<file path="config.mk">
export PLATFORM = sky130hd
export DESIGN_NAME = bsiu_top
export DESIGN_NICKNAME = d
export VERILOG_FILES = /design/src/hdl/bsiu_pkg.sv /design/src/hdl/bsiu_sync.sv /design/src/hdl/bsiu_top.sv
export SDC_FILE = /design/constraint.sdc
export NUM_CORES = 1
export LEC_CHECK = 0
export ABC_AREA = 1
export BUFFER_PORTS_ARGS = -buffer_cell sky130_fd_sc_hd__buf_2
export CAP_MARGIN = 20
export CORE_MARGIN = 2
export CORE_UTILIZATION = 55
export CTS_BUF_LIST = sky130_fd_sc_hd__clkbuf_4 sky130_fd_sc_hd__clkbuf_8
export DETAILED_ROUTE_END_ITERATION = 6
export GPL_TIMING_DRIVEN = 0
export PLACE_DENSITY = 0.83
export SKIP_CTS_REPAIR_TIMING = 1
export SLEW_MARGIN = 20
export SYNTH_ARGS = -nofsm -noshare
export SYNTH_HDL_FRONTEND = slang
export SYNTH_SLANG_ARGS = --single-unit
</file>
<file path="constraint.sdc">
create_clock -name clk -period 4.3 [get_ports clk]
set_input_delay 0 -clock clk [delete_from_list [all_inputs] [get_ports clk]]
set_output_delay 0 -clock clk [all_outputs]
set_load 0.05 [all_outputs]
</file>
<file path="src/hdl/bsiu_pkg.sv">
// Package of constants and types for the boundary-scan instruction unit
`default_nettype none
package bsiu_pkg;
  localparam int IR_W = 10;
  localparam int N_PINS = 4;
  localparam int BSR_W = 3 * N_PINS;
  localparam int ID_W = 32;
  // Nine single-bit lines plus the pin levels cross into clk
  localparam int SYNC_W = 9 + N_PINS;
  // Instruction codes
  localparam logic [IR_W-1:0] IR_SAMPLE = 10'h005;
  localparam logic [IR_W-1:0] IR_EXTEST = 10'h00f;
  localparam logic [IR_W-1:0] IR_BYPASS = 10'h3ff;
  localparam logic [IR_W-1:0] IR_IDCODE = 10'h006;
  localparam logic [IR_W-1:0] IR_HIGHZ = 10'h00b;
  localparam logic [IR_W-1:0] IR_CLAMP = 10'h00a;
  localparam logic [IR_W-1:0] IR_PULSE_RECONFIG = 10'h001;
  localparam logic [IR_W-1:0] IR_CONFIG_IO = 10'h00d;
  localparam logic [IR_W-1:0] IR_LOCK = 10'h1f0;
  localparam logic [IR_W-1:0] IR_UNLOCK = 10'h331;
  localparam logic [IR_W-1:0] IR_VOLATILE_KEY_CLEAR = 10'h029;
  localparam logic [IR_W-1:0] IR_KEY_VERIFY = 10'h013;
  localparam logic [IR_W-1:0] IR_EXTEST_PULSE = 10'h08f;
  localparam logic [IR_W-1:0] IR_EXTEST_TRAIN = 10'h04f;
  localparam logic [IR_W-1:0] IR_ERROR_REGISTER_SHIFT = 10'h017;
  // Reserved codes that must never reach the active instruction
  localparam logic [IR_W-1:0] IR_PRIV0 = 10'h310;
  localparam logic [IR_W-1:0] IR_PRIV1 = 10'h0c9;
  localparam logic [IR_W-1:0] IR_PRIV2 = 10'h313;
  localparam logic [IR_W-1:0] IR_PRIV3 = 10'h317;
  localparam logic [IR_W-1:0] IR_PRIV4 = 10'h1e0;
  localparam logic [IR_W-1:0] IR_PRIV5 = 10'h3b3;
  localparam logic [IR_W-1:0] IR_PRIV6 = 10'h02a;
  // Leading one then zero, shifted out low bit first
  localparam logic [IR_W-1:0] IR_CAPTURE = 10'h001;
  // Identification value is arbitrary; bit 0 is one as the scan standard needs
  localparam logic [ID_W-1:0] ID_VALUE = 32'h0000_0001;
  // Reset values
  localparam logic [IR_W-1:0] IR_RESET = IR_IDCODE;
  localparam logic [BSR_W-1:0] BSR_RESET = 12'h000;
  typedef enum logic [3:0] {
    TAP_RESET, TAP_IDLE, TAP_SEL_DR, TAP_CAP_DR, TAP_SH_DR, TAP_EX1_DR, TAP_PA_DR, TAP_EX2_DR,
    TAP_UPD_DR, TAP_SEL_IR, TAP_CAP_IR, TAP_SH_IR, TAP_EX1_IR, TAP_PA_IR, TAP_EX2_IR, TAP_UPD_IR
  } bsiu_tap_t;
endpackage
`default_nettype wire

</file>
<file path="src/hdl/bsiu_sync.sv">
// Two-flop synchroniser, one chain per bit
`default_nettype none
module bsiu_sync #(
  parameter int W = 1
) (
  input wire logic clk,
  input wire logic reset_n,
  input wire logic [W-1:0] async_in,
  output logic [W-1:0] sync_out
);
  logic [W-1:0] meta_reg;
  genvar i;
  generate
    for (i = 0; i < W; i++)
    begin : g_bit
      always_ff @(posedge clk)
      begin
        if (!reset_n)
        begin
          meta_reg[i] <= 1'b0;
          sync_out[i] <= 1'b0;
        end
        else
        begin
          meta_reg[i] <= async_in[i];
          sync_out[i] <= meta_reg[i];
        end
      end
    end
  endgenerate
endmodule
`default_nettype wire

</file>
<file path="src/hdl/bsiu_top.sv">
// Boundary-scan TAP controller with instruction decode, scan registers and pin control
// Functional notes
// - Clamp code selects bypass and holds pins at update-stage values.
// - Pulse-reconfig code raises an internal reconfig request; pin untouched.
// - I/O-reconfig code accepted only while config status is high.
// - Lock enters secure mode; only six instructions pass then.
// - Lock and unlock accepted only from core-side access in user mode.
// - Unlock leaves secure mode.
// - Volatile-key-clear code pulses the key erase output.
// - Key-verify code shifts out the non-volatile key cleared flag.
// - Extest-pulse inverts output in Run-Test/Idle, true data otherwise, on TCK fall.
// - Extest-train toggles output each TCK fall while in Run-Test/Idle.
// - Extest-pulse and extest-train accepted only in user mode.
// - Tamper protection puts the device in secure mode from reset.
// - Bypass, identification and sample always work, never touching configuration.
// - Chip-wide clear and output enable have no path into this logic.
// - Scan logic runs straight out of reset with no enable.
// - Capture-IR loads one then zero first on TDO in Shift-IR.
// - Zero in the output-enable update cell drives the output-data update cell.
// - Extest refused during reconfiguration unless I/O-reconfig interrupted it.
// - All user pins tri-state while JTAG configuration runs; three cells per pin.
// - Bypass code puts the one-bit bypass register between TDI and TDO.
// - Identification is the active instruction after reset and in Test-Logic-Reset.
// - Extest drives update stage; sample captures pins and preloads update stage.
`default_nettype none
module bsiu_top (
  input wire logic clk,
  input wire logic reset_n,
  input wire logic tck,
  input wire logic tms,
  input wire logic tdi,
  input wire logic core_access,
  input wire logic user_mode,
  input wire logic tamper_protect,
  input wire logic config_status_n,
  input wire logic config_in_progress,
  input wire logic jtag_config_active,
  input wire logic nv_key_cleared,
  input wire logic [bsiu_pkg::N_PINS-1:0] pin_in,
  input wire logic [bsiu_pkg::N_PINS-1:0] core_out,
  input wire logic [bsiu_pkg::N_PINS-1:0] core_oe,
  output logic tdo,
  output logic tdo_oe,
  output logic reconfig_pulse,
  output logic io_config_select,
  output logic volatile_key_clear,
  output logic secure_mode,
  output logic [bsiu_pkg::N_PINS-1:0] pin_out,
  output logic [bsiu_pkg::N_PINS-1:0] pin_oe
);
  logic [bsiu_pkg::SYNC_W-1:0] sync_vec;
  logic tck_s, tms_s, tdi_s, core_s, user_s, status_n_s, busy_s, jcfg_s;
  logic key_done_s;
  logic [bsiu_pkg::N_PINS-1:0] pin_in_s;
  logic tck_q_reg;
  logic tck_rise, tck_fall;
  bsiu_pkg::bsiu_tap_t tap_reg, tap_next;
  logic [bsiu_pkg::IR_W-1:0] ir_sh_reg, act_reg, act_next;
  logic bypass_reg, key_sh_reg, ac_inv_reg, io_int_reg;
  logic [bsiu_pkg::ID_W-1:0] id_sh_reg;
  logic [bsiu_pkg::BSR_W-1:0] bsr_sh_reg, bsr_upd_reg, bsr_cap;
  logic upd_ir_fall, sel_bsr, drive_upd, ac_mode, tdo_next;

  // Pins and the link clock cross into clk here
  bsiu_sync #(.W(bsiu_pkg::SYNC_W)) u_sync (
    .clk(clk),
    .reset_n(reset_n),
    .async_in({pin_in, nv_key_cleared, jtag_config_active, config_in_progress, config_status_n,
               user_mode, core_access, tdi, tms, tck}),
    .sync_out(sync_vec)
  );
  assign {pin_in_s, key_done_s, jcfg_s, busy_s, status_n_s, user_s, core_s, tdi_s, tms_s, tck_s} = sync_vec;

  always_ff @(posedge clk)
  begin
    if (!reset_n)
      tck_q_reg <= 1'b0;
    else
      tck_q_reg <= tck_s;
  end
  assign tck_rise = tck_s & ~tck_q_reg;
  assign tck_fall = ~tck_s & tck_q_reg;
  assign upd_ir_fall = tck_fall && (tap_reg == bsiu_pkg::TAP_UPD_IR);

  // TAP state transitions
  always_comb
  begin
    tap_next = tap_reg;
    case (tap_reg)
      bsiu_pkg::TAP_RESET: tap_next = tms_s ? bsiu_pkg::TAP_RESET : bsiu_pkg::TAP_IDLE;
      bsiu_pkg::TAP_IDLE: tap_next = tms_s ? bsiu_pkg::TAP_SEL_DR : bsiu_pkg::TAP_IDLE;
      bsiu_pkg::TAP_SEL_DR: tap_next = tms_s ? bsiu_pkg::TAP_SEL_IR : bsiu_pkg::TAP_CAP_DR;
      bsiu_pkg::TAP_CAP_DR: tap_next = tms_s ? bsiu_pkg::TAP_EX1_DR : bsiu_pkg::TAP_SH_DR;
      bsiu_pkg::TAP_SH_DR: tap_next = tms_s ? bsiu_pkg::TAP_EX1_DR : bsiu_pkg::TAP_SH_DR;
      bsiu_pkg::TAP_EX1_DR: tap_next = tms_s ? bsiu_pkg::TAP_UPD_DR : bsiu_pkg::TAP_PA_DR;
      bsiu_pkg::TAP_PA_DR: tap_next = tms_s ? bsiu_pkg::TAP_EX2_DR : bsiu_pkg::TAP_PA_DR;
      bsiu_pkg::TAP_EX2_DR: tap_next = tms_s ? bsiu_pkg::TAP_UPD_DR : bsiu_pkg::TAP_SH_DR;
      bsiu_pkg::TAP_UPD_DR: tap_next = tms_s ? bsiu_pkg::TAP_SEL_DR : bsiu_pkg::TAP_IDLE;
      bsiu_pkg::TAP_SEL_IR: tap_next = tms_s ? bsiu_pkg::TAP_RESET : bsiu_pkg::TAP_CAP_IR;
      bsiu_pkg::TAP_CAP_IR: tap_next = tms_s ? bsiu_pkg::TAP_EX1_IR : bsiu_pkg::TAP_SH_IR;
      bsiu_pkg::TAP_SH_IR: tap_next = tms_s ? bsiu_pkg::TAP_EX1_IR : bsiu_pkg::TAP_SH_IR;
      bsiu_pkg::TAP_EX1_IR: tap_next = tms_s ? bsiu_pkg::TAP_UPD_IR : bsiu_pkg::TAP_PA_IR;
      bsiu_pkg::TAP_PA_IR: tap_next = tms_s ? bsiu_pkg::TAP_EX2_IR : bsiu_pkg::TAP_PA_IR;
      bsiu_pkg::TAP_EX2_IR: tap_next = tms_s ? bsiu_pkg::TAP_UPD_IR : bsiu_pkg::TAP_SH_IR;
      bsiu_pkg::TAP_UPD_IR: tap_next = tms_s ? bsiu_pkg::TAP_SEL_DR : bsiu_pkg::TAP_IDLE;
      default: tap_next = bsiu_pkg::TAP_RESET;
    endcase
  end

  always_ff @(posedge clk)
  begin
    if (!reset_n)
      tap_reg <= bsiu_pkg::TAP_RESET;
    else if (tck_rise)
      tap_reg <= tap_next;
  end

  // Instruction shift register
  always_ff @(posedge clk)
  begin
    if (!reset_n)
      ir_sh_reg <= bsiu_pkg::IR_CAPTURE;
    else if (tck_rise && tap_reg == bsiu_pkg::TAP_CAP_IR)
      ir_sh_reg <= bsiu_pkg::IR_CAPTURE;
    else if (tck_rise && tap_reg == bsiu_pkg::TAP_SH_IR)
      ir_sh_reg <= {tdi_s, ir_sh_reg[bsiu_pkg::IR_W-1:1]};
  end

  // Decide which instruction becomes active; refused codes fall back to bypass
  always_comb
  begin
    act_next = ir_sh_reg;
    case (ir_sh_reg)
      bsiu_pkg::IR_LOCK, bsiu_pkg::IR_UNLOCK:
        if (!(core_s && user_s))
          act_next = bsiu_pkg::IR_BYPASS;
      bsiu_pkg::IR_EXTEST_PULSE, bsiu_pkg::IR_EXTEST_TRAIN:
        if (!user_s || (busy_s && !io_int_reg))
          act_next = bsiu_pkg::IR_BYPASS;
      bsiu_pkg::IR_EXTEST:
        if (busy_s && !io_int_reg)
          act_next = bsiu_pkg::IR_BYPASS;
      bsiu_pkg::IR_CONFIG_IO:
        if (status_n_s == 1'b0)
          act_next = bsiu_pkg::IR_BYPASS;
      bsiu_pkg::IR_PRIV0, bsiu_pkg::IR_PRIV1, bsiu_pkg::IR_PRIV2, bsiu_pkg::IR_PRIV3,
      bsiu_pkg::IR_PRIV4, bsiu_pkg::IR_PRIV5, bsiu_pkg::IR_PRIV6:
        act_next = bsiu_pkg::IR_BYPASS;
      default: act_next = ir_sh_reg;
    endcase
    if (secure_mode)
    begin
      case (ir_sh_reg)
        bsiu_pkg::IR_BYPASS, bsiu_pkg::IR_SAMPLE, bsiu_pkg::IR_EXTEST, bsiu_pkg::IR_IDCODE,
        bsiu_pkg::IR_ERROR_REGISTER_SHIFT, bsiu_pkg::IR_UNLOCK: act_next = act_next;
        default: act_next = bsiu_pkg::IR_BYPASS;
      endcase
    end
  end

  always_ff @(posedge clk)
  begin
    if (!reset_n)
      act_reg <= bsiu_pkg::IR_RESET;
    else if (tap_reg == bsiu_pkg::TAP_RESET)
      act_reg <= bsiu_pkg::IR_IDCODE;
    else if (upd_ir_fall)
      act_reg <= act_next;
  end

  // Secure mode: tamper setting is taken during reset
  always_ff @(posedge clk)
  begin
    if (!reset_n)
      secure_mode <= tamper_protect;
    else if (upd_ir_fall && act_next == bsiu_pkg::IR_LOCK && ir_sh_reg == bsiu_pkg::IR_LOCK)
      secure_mode <= 1'b1;
    else if (upd_ir_fall && act_next == bsiu_pkg::IR_UNLOCK && ir_sh_reg == bsiu_pkg::IR_UNLOCK)
      secure_mode <= 1'b0;
  end

  // One-cycle requests to configuration and key logic
  always_ff @(posedge clk)
  begin
    if (!reset_n)
    begin
      reconfig_pulse <= 1'b0;
      volatile_key_clear <= 1'b0;
    end
    else
    begin
      reconfig_pulse <= upd_ir_fall && act_next == bsiu_pkg::IR_PULSE_RECONFIG;
      volatile_key_clear <= upd_ir_fall && act_next == bsiu_pkg::IR_VOLATILE_KEY_CLEAR;
    end
  end

  // Remembers that I/O-reconfig interrupted configuration until a reconfig request
  always_ff @(posedge clk)
  begin
    if (!reset_n)
      io_int_reg <= 1'b0;
    else if (reconfig_pulse)
      io_int_reg <= 1'b0;
    else if (upd_ir_fall && act_next == bsiu_pkg::IR_CONFIG_IO)
      io_int_reg <= 1'b1;
  end

  always_ff @(posedge clk)
  begin
    if (!reset_n)
      io_config_select <= 1'b0;
    else
      io_config_select <= (act_reg == bsiu_pkg::IR_CONFIG_IO);
  end

  // Capture pattern per pin: output data, output enable, pin level
  genvar p;
  generate
    for (p = 0; p < bsiu_pkg::N_PINS; p++)
    begin : g_cap
      assign bsr_cap[3*p+2:3*p] = {pin_in_s[p], core_oe[p], core_out[p]};
    end
  endgenerate

  assign sel_bsr = (act_reg == bsiu_pkg::IR_SAMPLE) || (act_reg == bsiu_pkg::IR_EXTEST) ||
                   (act_reg == bsiu_pkg::IR_EXTEST_PULSE) || (act_reg == bsiu_pkg::IR_EXTEST_TRAIN);

  // Data registers capture and shift on TCK rise
  always_ff @(posedge clk)
  begin
    if (!reset_n)
    begin
      bypass_reg <= 1'b0;
      key_sh_reg <= 1'b0;
      id_sh_reg <= bsiu_pkg::ID_VALUE;
      bsr_sh_reg <= bsiu_pkg::BSR_RESET;
    end
    else if (tck_rise && tap_reg == bsiu_pkg::TAP_CAP_DR)
    begin
      bypass_reg <= 1'b0;
      key_sh_reg <= key_done_s;
      id_sh_reg <= bsiu_pkg::ID_VALUE;
      if (sel_bsr)
        bsr_sh_reg <= bsr_cap;
    end
    else if (tck_rise && tap_reg == bsiu_pkg::TAP_SH_DR)
    begin
      bypass_reg <= tdi_s;
      key_sh_reg <= tdi_s;
      id_sh_reg <= {tdi_s, id_sh_reg[bsiu_pkg::ID_W-1:1]};
      if (sel_bsr)
        bsr_sh_reg <= {tdi_s, bsr_sh_reg[bsiu_pkg::BSR_W-1:1]};
    end
  end

  always_ff @(posedge clk)
  begin
    if (!reset_n)
      bsr_upd_reg <= bsiu_pkg::BSR_RESET;
    else if (tck_fall && tap_reg == bsiu_pkg::TAP_UPD_DR && sel_bsr)
      bsr_upd_reg <= bsr_sh_reg;
  end

  // TDO source selection; bypass covers clamp, highz and unknown codes
  always_comb
  begin
    tdo_next = bypass_reg;
    if (tap_reg == bsiu_pkg::TAP_SH_IR)
      tdo_next = ir_sh_reg[0];
    else if (act_reg == bsiu_pkg::IR_IDCODE)
      tdo_next = id_sh_reg[0];
    else if (act_reg == bsiu_pkg::IR_KEY_VERIFY)
      tdo_next = key_sh_reg;
    else if (sel_bsr)
      tdo_next = bsr_sh_reg[0];
  end

  always_ff @(posedge clk)
  begin
    if (!reset_n)
    begin
      tdo <= 1'b0;
      tdo_oe <= 1'b0;
    end
    else if (tck_fall)
    begin
      tdo <= tdo_next;
      tdo_oe <= (tap_reg == bsiu_pkg::TAP_SH_IR) || (tap_reg == bsiu_pkg::TAP_SH_DR);
    end
  end

  // AC test inversion, changed on TCK fall
  assign ac_mode = (act_reg == bsiu_pkg::IR_EXTEST_PULSE) || (act_reg == bsiu_pkg::IR_EXTEST_TRAIN);
  always_ff @(posedge clk)
  begin
    if (!reset_n)
      ac_inv_reg <= 1'b0;
    else if (!ac_mode || tap_reg != bsiu_pkg::TAP_IDLE)
    begin
      if (tck_fall)
        ac_inv_reg <= 1'b0;
    end
    else if (tck_fall && act_reg == bsiu_pkg::IR_EXTEST_TRAIN)
      ac_inv_reg <= ~ac_inv_reg;
    else if (tck_fall)
      ac_inv_reg <= 1'b1;
  end

  // Pin drive: chip-wide clear and output enable have no input here at all
  assign drive_upd = sel_bsr && (act_reg != bsiu_pkg::IR_SAMPLE);
  generate
    for (p = 0; p < bsiu_pkg::N_PINS; p++)
    begin : g_pin
      always_ff @(posedge clk)
      begin
        if (!reset_n)
        begin
          pin_out[p] <= 1'b0;
          pin_oe[p] <= 1'b0;
        end
        else if (jcfg_s || act_reg == bsiu_pkg::IR_HIGHZ)
        begin
          pin_out[p] <= 1'b0;
          pin_oe[p] <= 1'b0;
        end
        else if (drive_upd || act_reg == bsiu_pkg::IR_CLAMP)
        begin
          pin_out[p] <= bsr_upd_reg[3*p] ^ (ac_mode & ac_inv_reg);
          pin_oe[p] <= ~bsr_upd_reg[3*p+1];
        end
        else
        begin
          pin_out[p] <= core_out[p];
          pin_oe[p] <= core_oe[p];
        end
      end
    end
  endgenerate

  property p_reconfig_single;
    @(posedge clk) disable iff (!reset_n)
    reconfig_pulse |=> !reconfig_pulse;
  endproperty
  a_reconfig_single: assert property (p_reconfig_single) else $error("reconfig pulse too long");

  property p_lock_external;
    @(posedge clk) disable iff (!reset_n)
    (upd_ir_fall && ir_sh_reg == bsiu_pkg::IR_LOCK && !core_s) |=> secure_mode == $past(secure_mode);
  endproperty
  a_lock_external: assert property (p_lock_external) else $error("external lock changed secure mode");

  property p_unlock;
    @(posedge clk) disable iff (!reset_n)
    (upd_ir_fall && ir_sh_reg == bsiu_pkg::IR_UNLOCK && core_s && user_s) |=> !secure_mode;
  endproperty
  a_unlock: assert property (p_unlock) else $error("unlock did not release secure mode");

  property p_secure_refuse;
    @(posedge clk) disable iff (!reset_n)
    (secure_mode && upd_ir_fall && ir_sh_reg == bsiu_pkg::IR_HIGHZ) |=> act_reg == bsiu_pkg::IR_BYPASS;
  endproperty
  a_secure_refuse: assert property (p_secure_refuse) else $error("secure mode accepted blocked code");

  property p_reset_idcode;
    @(posedge clk) disable iff (!reset_n)
    (tap_reg == bsiu_pkg::TAP_RESET) |=> act_reg == bsiu_pkg::IR_IDCODE;
  endproperty
  a_reset_idcode: assert property (p_reset_idcode) else $error("idcode not active in reset state");

  property p_ir_capture;
    @(posedge clk) disable iff (!reset_n)
    (tck_rise && tap_reg == bsiu_pkg::TAP_CAP_IR) |=> ir_sh_reg[1:0] == 2'h1;
  endproperty
  a_ir_capture: assert property (p_ir_capture) else $error("capture-ir pattern wrong");

  property p_train_toggle;
    @(posedge clk) disable iff (!reset_n)
    (tck_fall && act_reg == bsiu_pkg::IR_EXTEST_TRAIN && tap_reg == bsiu_pkg::TAP_IDLE)
      |=> ac_inv_reg != $past(ac_inv_reg);
  endproperty
  a_train_toggle: assert property (p_train_toggle) else $error("train did not toggle");

  property p_pulse_restore;
    @(posedge clk) disable iff (!reset_n)
    (tck_fall && tap_reg != bsiu_pkg::TAP_IDLE) |=> !ac_inv_reg;
  endproperty
  a_pulse_restore: assert property (p_pulse_restore) else $error("inversion held outside idle");

  property p_config_tristate;
    @(posedge clk) disable iff (!reset_n)
    jcfg_s |=> pin_oe == '0;
  endproperty
  a_config_tristate: assert property (p_config_tristate) else $error("pins driven during jtag config");

  property p_ac_user_only;
    @(posedge clk) disable iff (!reset_n)
    (!user_s && upd_ir_fall && ir_sh_reg == bsiu_pkg::IR_EXTEST_PULSE) |=> act_reg == bsiu_pkg::IR_BYPASS;
  endproperty
  a_ac_user_only: assert property (p_ac_user_only) else $error("ac test accepted outside user mode");
endmodule
`default_nettype wire

</file>
* Yosys cells after proc, flatten, opt, wreduce, memory -nomap -nowiden
Index checks and enable logic that the tools add are counted.
Cells by class: add/sub/neg operators 0, $mul 0, div/mod/pow operators 0, $lt $le $gt $ge 0, equal/unequal tests 52, shift-type cells 0, muxes and demuxes 45, bitwise gates (word level) 15, reductions and logical operators 47
Operators with widths (number):
- $eq 10x10->1 const B | 7
- $eq 10x4->1 const B | 7
- $mux 10 | 6
- $pmux 10 s5 | 1
- $mux 12 | 4
- $pmux 4 s12 | 1
- $eq 10x3->1 const B | 4
- $eq 4x4->1 const B | 8
- $eq 10x8->1 const B | 3
- $eq 10x9->1 const B | 3
- $mux 1 | 24
- $eq 10x5->1 const B | 2
- $eq 10x6->1 const B | 2
- $eq 10x7->1 const B | 2
- $logic_and 1x1->1 | 18
- $reduce_or 2->1 | 9
- $eq 4x3->1 const B | 4
- $mux 4 | 4
- $eq 10x1->1 const B | 1
- $ne 10x3->1 const B | 1
- $logic_or 1x1->1 | 9
- $eq 4x2->1 const B | 2
- $not 1->1 | 8
- $reduce_or 7->1 | 1
- other kinds (15) | 28
Word-level totals: register bits after elaboration 124, bits in latches 0, memory bits (writable) 0, ROM bits 0, input port bits 24, output and inout bits 14, word-level logic and storage cells 210, memories kept 0

* Longest topological paths before layout
Gate-level depths: netlist (run 1).
depth after elaboration 13, gate-level depth with buffers 15

* By module
A second synthesis (run 1) with hierarchy kept.
Second synthesis, totals: cells, all modules 770, area, all modules 5386.4 µm²
By module, submodules not included:
- bsiu_top | times used 1, cells each 689, area each 4636.9 µm²
- bsiu_sync | times used 1, cells each 81, area each 749.5 µm²

* Worst setup path before layout (run 1)
No wires, ideal clock.
path type register -> register, start register ir_sh_reg[2] (netlist name), end register secure_mode, enable pin, setup time 302 ps, data arrival time 1630 ps, data required time 3998 ps, slack 2367 ps, cell stages (with the launch flop) 14, clock period less this slack 1933 ps, cells stage by stage dfxtp_1 > inv_2 > nand2_2 > nor2_1 > nand3_1 > nand2_2 > nor2_8 > nand2_4 > inv_2 > nand2_2 > nor2_4 > nand2_1 > or2_0 > o21ai_1
On the way: cells in the longest elaborated chain, start to end 9, elaborated cells on any way between the ends 35, classes of those cells eq/ne: 20; mux: 7; reduce/logical: 8
RTL lines:
- start, declared | line bsiu_top.sv:58 | logic [bsiu_pkg::IR_W-1:0] ir_sh_reg, act_reg, act_next;
- start signal, assigned | line bsiu_top.sv:122 | ir_sh_reg <= bsiu_pkg::IR_CAPTURE;
- start signal, assigned | line bsiu_top.sv:124 | ir_sh_reg <= bsiu_pkg::IR_CAPTURE;
- start signal, assigned | line bsiu_top.sv:126 | ir_sh_reg <= {tdi_s, ir_sh_reg[bsiu_pkg::IR_W-1:1]};
- $eq 10x10->1 (tied with other cells) | line bsiu_top.sv:133 | case (ir_sh_reg)
- $reduce_or 7->1 or $reduce_or 2->1 (tied branches) | line bsiu_top.sv:133
- $pmux 10 s5 | line bsiu_top.sv:133
- $mux 10 | line bsiu_top.sv:153 | case (ir_sh_reg)
- $mux 10 | line bsiu_top.sv:151 | if (secure_mode)
- $eq 10x9->1 or $eq 10x10->1 (tied branches) | line bsiu_top.sv:176, bsiu_top.sv:178
- $logic_and 1x1->1 (on tied branches) (2 in a row) | line bsiu_top.sv:176, bsiu_top.sv:178
- $ne 3x1->1 (no line) *
- end signal, assigned | line bsiu_top.sv:175 | secure_mode <= tamper_protect;
- end, declared | line bsiu_top.sv:47 | output logic secure_mode,
Every way passes the cells marked *; elsewhere a longest branch is shown, timed or not. A chain may end at the register's enable or synchronous reset.

* Final worst setup path (run 1)
Ends and elaborated chain as after synthesis.

==> results of run 1 <==
==> routing by layer <==
layer,GRT usage [%],up-vias,share of wire [%]
li1,-,2669,-
met1,33.31,2371,48
met2,37.41,175,44
met3,5.040,32,5.7
met4,10.32,0,2.5
met5,0,-,0
==> path summary, 6_finish.rpt <==
check	to	depth (start not counted)
max	secure_mode	12
min reg2reg	u_sync.sync_out[3]	2
max reg2reg	secure_mode	12
min	ir_sh_reg[0]	4
==> Yosys cell counts (6+ instances only) <==
cell type	count	area, µm²
nand3_1	35	175.2
dfxtp_1	119	2382
a21oi_1	73	365.4
clkbuf_1	18	67.56
a31oi_1	8	50.05
o21ai_0	48	240.2
inv_2	12	45.04
inv_1	98	367.9
nand2_2	10	62.56
nand4_1	24	150.1
nand2_1	182	683.2
nor3_1	6	30.03
nor2_1	69	259.0
o211ai_1	8	60.06
a211oi_1	8	60.06
nor2_2	8	50.05
==> final cells by class <==
cell class	count	area [µm²]	share of cell area (%)
Tap cell	133	166.4	2.619
Multi-Input combinational cell	511	2470	38.87
Clock inverter	13	122.6	1.930
Clock buffer	18	241.5	3.800
Inverter	111	417.9	6.576
Sequential cell	120	2412	37.96
Buffer	26	118.9	1.870
Timing Repair Buffer	59	405.4	6.379
==> report_power, final <==
group	internal [µW]	leakage (µW)	switching, µW
logic	42.3	0.00172	72.2
clock network	464	0.000175	472
registers	1130	0.000977	5.56
==> worst max-delay path, stage by stage (launching register included) <==
cell and delay (ns):
dfxtp_1 0.49, inv_2 0.08, nand2_2 0.12, nor2_1 0.06, nand3_1 0.09, nand2_2 0.10
nor2_8 0.20, nand2_4 0.09, nor3_1 0.20, nand3_1 0.19, nand3b_1 0.20, and2_1 0.16
o21ai_1 0.08
==> metrics by stage <==
| step | cell area [µm²] | std cells | hold slack [ns] | setup slack [ns] | utilization [%] |
|---|---|---|---|---|---|
| floorplan | 5419 | 768 | 0.09763 | 2.367 | - |
| global placement | 5771 | 938 | 0.1796 | 2.009 | 59.59 |
| detailed placement | 5771 | 938 | 0.1868 | 2.015 | 59.59 |
| CTS | 6135 | 969 | -0.2785 | 1.986 | 63.35 |
| global route | 6355 | 991 | 0.02177 | 1.803 | 65.62 |
| finish | 6355 | 991 | -0.002009 | 1.945 | 65.62 |
==> logic make-up after synthesis <==
logic type,share of synthesized area (%)
xor gates and xnor gates,0.6464
AOI/OAI and AO/OA,16.37
DFF,44.52
and+or+nand+nor,28.56
buffers and inverters,9.905
==> flow_summary.ini, run 1 <==
[outcome]
status = finished, violations left
violations = hold timing

[place]
dp_hpwl_um = 9072
gp_congestion = 0.9388
numPortBuffers = 37

[die]
die_h_um = 103.3
core_um2 = 9684
dieArea_um2 = 10660
rows = 36
ioPinCount = 38
start_util_pct = 55.96
fp.dieW_um = 103.3

[synthesis]
ys.flop_type = dfxtp_1
synth_edf_count = 1
ys_warn_count = 0
syn_nets = 792
synthArstFlopShare_pct = 0
synthCells = 768
syn_area_um2 = 5419
synth_seq_cells = 120
syn_avg_cell_area_um2 = 7.056
ys_seq_area_share_pct = 44.52
ys_types = 44

[min_path]
hp-start = reset_n
hold_class = in -> reg

[clock_network]
clock_sinks = 120
clock_path_buffers = 2
clk_pin_slew_worst_paths_ns = 0.08
cts_root_buf = clkbuf_8
clk_latency_ns = 0.44
htree_levels = 4
cts_buffers = 17
cts_tree = done

[layout]
mostFrequentLayoutCells = 182 x nand2_1, 119 x dfxtp_1, 98 x inv_1
drive_gt1_share_pct = 13.29
largest_reg_flops = 31
final_common_cell = nand2_1
nFillCells = 851
area_growth_pct = 17.27
n_antenna_cell = 0
nets = 870

[timing]
hold_violations = 1
rsz0062_at_grt = false
fin_crit_sh_pct = 54.76
fin_crit_ns = 2.355
setup_viol = 0
slew_violations = 0
clock.fmax_mhz = 424.7
worst_pin_slew_ns = 0.8070
fin_setup_tns_ns = 0
whs_ns = -0.002009
max-slew-margin-rel_pct = 45.79
finClkSkew_ns = 0.01526

[pwr]
ir_drop_mv = 0.2273
power.total_uw = 2186
power_density_nw_per_um2 = 344.0
p_leak_uw = 0.002877

[worst_setup_path]
critPathKind = reg -> reg
cp.required_ns = 4.45
startpoint_type = flip-flop
r2r_start = ir_sh_reg[2]
worstPathArrival_ns = 2.51
crit_path_end_kind = flip-flop
path_max_fanout = 10
reg2reg_slack_ns = 1.95
crit_path_start = ir_sh_reg[2]

[routing]
initialDrtViolationCount = 392
routedWlPerCell_um = 12.70
ant_nets = 0
routed_via_density = 5.295
drc = 0
vias = 5247
firstDrtPassIters = 6
drt-total-wl_um = 12580

[global_routing]
grt_max_degree = 17
grt_usage_pct = 24.33
grt_pass1_vias = 4477
antenna_found_initial = 0
grt_pass1_wl_um = 20300
grt-ovfl-total = 0

[flow_run]
cap_violations = 0
Power figures use the tool's default switching activity.
==> run 2: changes to the inputs <==
ABC_AREA = 0   (was 1)
clock period = 2.4 ns   (was 4.3 ns; I/O delays follow)
==> run 2 against run 1 <==
  * The flow finishes with violations (DRC, setup timing)
  * Die area is 4.7% lower
  * Wire length is 5.1% higher
  * Sequential share of layout area is 0.56 points lower
  * Global-route usage is 0.43 points lower
  * Clock power is 98% higher
  * Area after synthesis is 4.9% lower
  * Flip-flop and latch count stayed put
  * Combinational power is 90% higher
  * Setup slack worse by 2.0 ns
  * Critical path type unchanged
==> flow_summary.ini, run 2 <==
[global_routing]
grt_pass1_wl_um = 19290
grt_max_degree = 17
grt_usage_pct = 23.90
grt-ovfl-total = 0
antenna_found_initial = 0
grt_pass1_vias = 4242

[synthesis]
syn_avg_cell_area_um2 = 8.380
syn_area_um2 = 5154
synthCells = 615
synthArstFlopShare_pct = 0
yosys-top-cells-area = dfxtp_1 46%, nand2_1 8.2%, nor2_1 5.7%
syn_nets = 639
ys_warn_count = 0
synth_area_leader_cell = dfxtp_1
synth_common_cells = 119 x dfxtp_1, 113 x nand2_1, 78 x nor2_1
ys_types = 62
synth.most_common_cell = dfxtp_1
ys.flop_type = dfxtp_1
synth_seq_cells = 120
synth_edf_count = 1
synth_top_area_share_pct = 46.22
ys_seq_area_share_pct = 46.81

[layout]
nFillCells = 660
nets = 735
multi_input_area_um2 = 2706
regArea_um2 = 2425
mostFrequentLayoutCells = 113 x nand2_1, 113 x dfxtp_1, 75 x nor2_1
largest_reg_flops = 31
drive_gt1_share_pct = 20.72
area_growth_pct = 25.81
n_antenna_cell = 0

[worst_setup_path]
crit_chain = buf_6 > nand3_2 > nor4b_4 > buf_4 > a21o_4 > mux2_2 > nor3_4 > a32oi_1 > o21ai_1
critPathBufInv = 2
cp.required_ns = 2.55
crit_path_end_kind = flip-flop
critPathKind = reg -> reg
slowest_delay_ns = 0.37
path_delay_family = simple AND/OR/NAND/NOR gates
cp_num_cells = 9
critPathSlowestCell = mux2_2
worstRegToRegCells = 9
startpoint_type = flip-flop
worstPathArrival_ns = 2.62
path_max_fanout = 9

[flow_run]
cap_violations = 0

[clock_network]
htree_levels = 4
cts_tree = done
clk_latency_ns = 0.44
cts_buffers = 17
cts_root_buf = clkbuf_8
clock_sinks = 120
clock_path_buffers = 2
clk_pin_slew_worst_paths_ns = 0.09

[outcome]
violations = DRC, setup timing
status = finished, violations left

[timing]
whs_ns = 0.06769
clock.fmax_mhz = 404.4
hold_violations = 0
fin_crit_ns = 2.473
final.setup.worst_slack_ns = -0.07268
worst_pin_slew_ns = 0.7872
setup_viol = 2
slew_violations = 0
fin_crit_sh_pct = 103.0
rsz0062_at_grt = true
finClkSkew_ns = 0.01623
max-slew-margin-rel_pct = 47.17

[pwr]
p_int_uw = 3087
power_density_nw_per_um2 = 632.7
p_leak_uw = 0.002409
p_comb_share_pct = 5.3
p_sw_share_pct = 24.76
power.total_uw = 4103
ir_drop_mv = 0.4550
p_switching_uw = 1016
seqPwrFrac_pct = 49.6
power_frac_clock_pct = 45.1

[die]
ioPinCount = 38
start_util_pct = 56.31
dieArea_um2 = 10160
fp.dieW_um = 100.8
rows = 35
die_h_um = 100.8
core_um2 = 9153

[routing]
ant_nets = 0
routed_via_density = 5.851
drt-total-wl_um = 13230
firstDrtPassIters = 7
routedWlPerCell_um = 15.84
vias = 4886
drc = 2
initialDrtViolationCount = 415

[place]
numPortBuffers = 36
gp_congestion = 0.9371
dp_hpwl_um = 8148

[min_path]
hold-path-cell-count = 3
hold_class = in -> reg
==> run 2: cell type report <==
class / count / area share, %
clock inverter: 14 / 2.528
sequential: 120 / 37.40
tap: 111 / 2.142
clock buffer: 18 / 3.821
inverter: 6 / 0.3474
multi-input combinational: 449 / 41.74
buffer: 39 / 3.396
timing repair buffer: 78 / 8.626
==> run 2: layer usage <==
| layer | GRT usage, % | wire length (µm) |
|---|---|---|
| met5 | 0 | 0 |
| met4 | 9.800 | 337 |
| met3 | 5.756 | 916 |
| met2 | 39.38 | 6566 |
| met1 | 30.02 | 5407 |
==> run 2: cells by family after synthesis <==
group,count (synthesis),synth area share (%)
buffers and inverters,46,4.006
multiplexers,21,4.103
XOR/XNOR,6,1.020
AND/OR/NAND/NOR,299,28.07
flip-flops,120,46.81
AO/OA/AOI/OAI,123,16.00
==> run 2: through the flow <==
step | setup TNS (ns) | cell area, µm² | std cells | util [%] | worst slack [ns]
2_1_floorplan | 0 | 5154 | 615 | - | 0.09589
3_3_place_gp | -0.3816 | 5473 | 762 | 59.79 | -0.2142
3_5_place_dp | -1.087 | 5473 | 762 | 59.79 | -0.2720
4_1_cts | -1.448 | 5884 | 794 | 64.29 | -0.3518
5_1_grt | -0.6482 | 6484 | 835 | 70.84 | -0.1538
6_report | -0.09973 | 6484 | 835 | 70.84 | -0.07268
==> run 2: power groups by stage <==
stage | Combinational [µW] | Sequential, µW | Clock (µW)
floorplan | 79.0 | 2110 | 0
global placement | 164 | 2080 | 0
detailed placement | 167 | 2080 | 0
CTS | 168 | 2040 | 1880
global route | 232 | 2040 | 1960
finish | 217 | 2030 | 1850
==> run 2: worst register-to-register path: cells and delay by family, from the launching register on <==
family | cells | cell delay, ns
buf+inv | 2 | 0.33
compound gates | 3 | 0.46
mux | 1 | 0.37
flops | 1 | 0.33
simple gates | 3 | 0.71
==> run 2: final timing paths <==
check | start | end | slack (ns)
min | reset_n | id_sh_reg[1] | 0.07
max reg2reg | ir_sh_reg[9] | secure_mode | -0.07
min reg2reg | u_sync.meta_reg[5] | u_sync.sync_out[5] | 0.43
max | ir_sh_reg[9] | secure_mode | -0.07
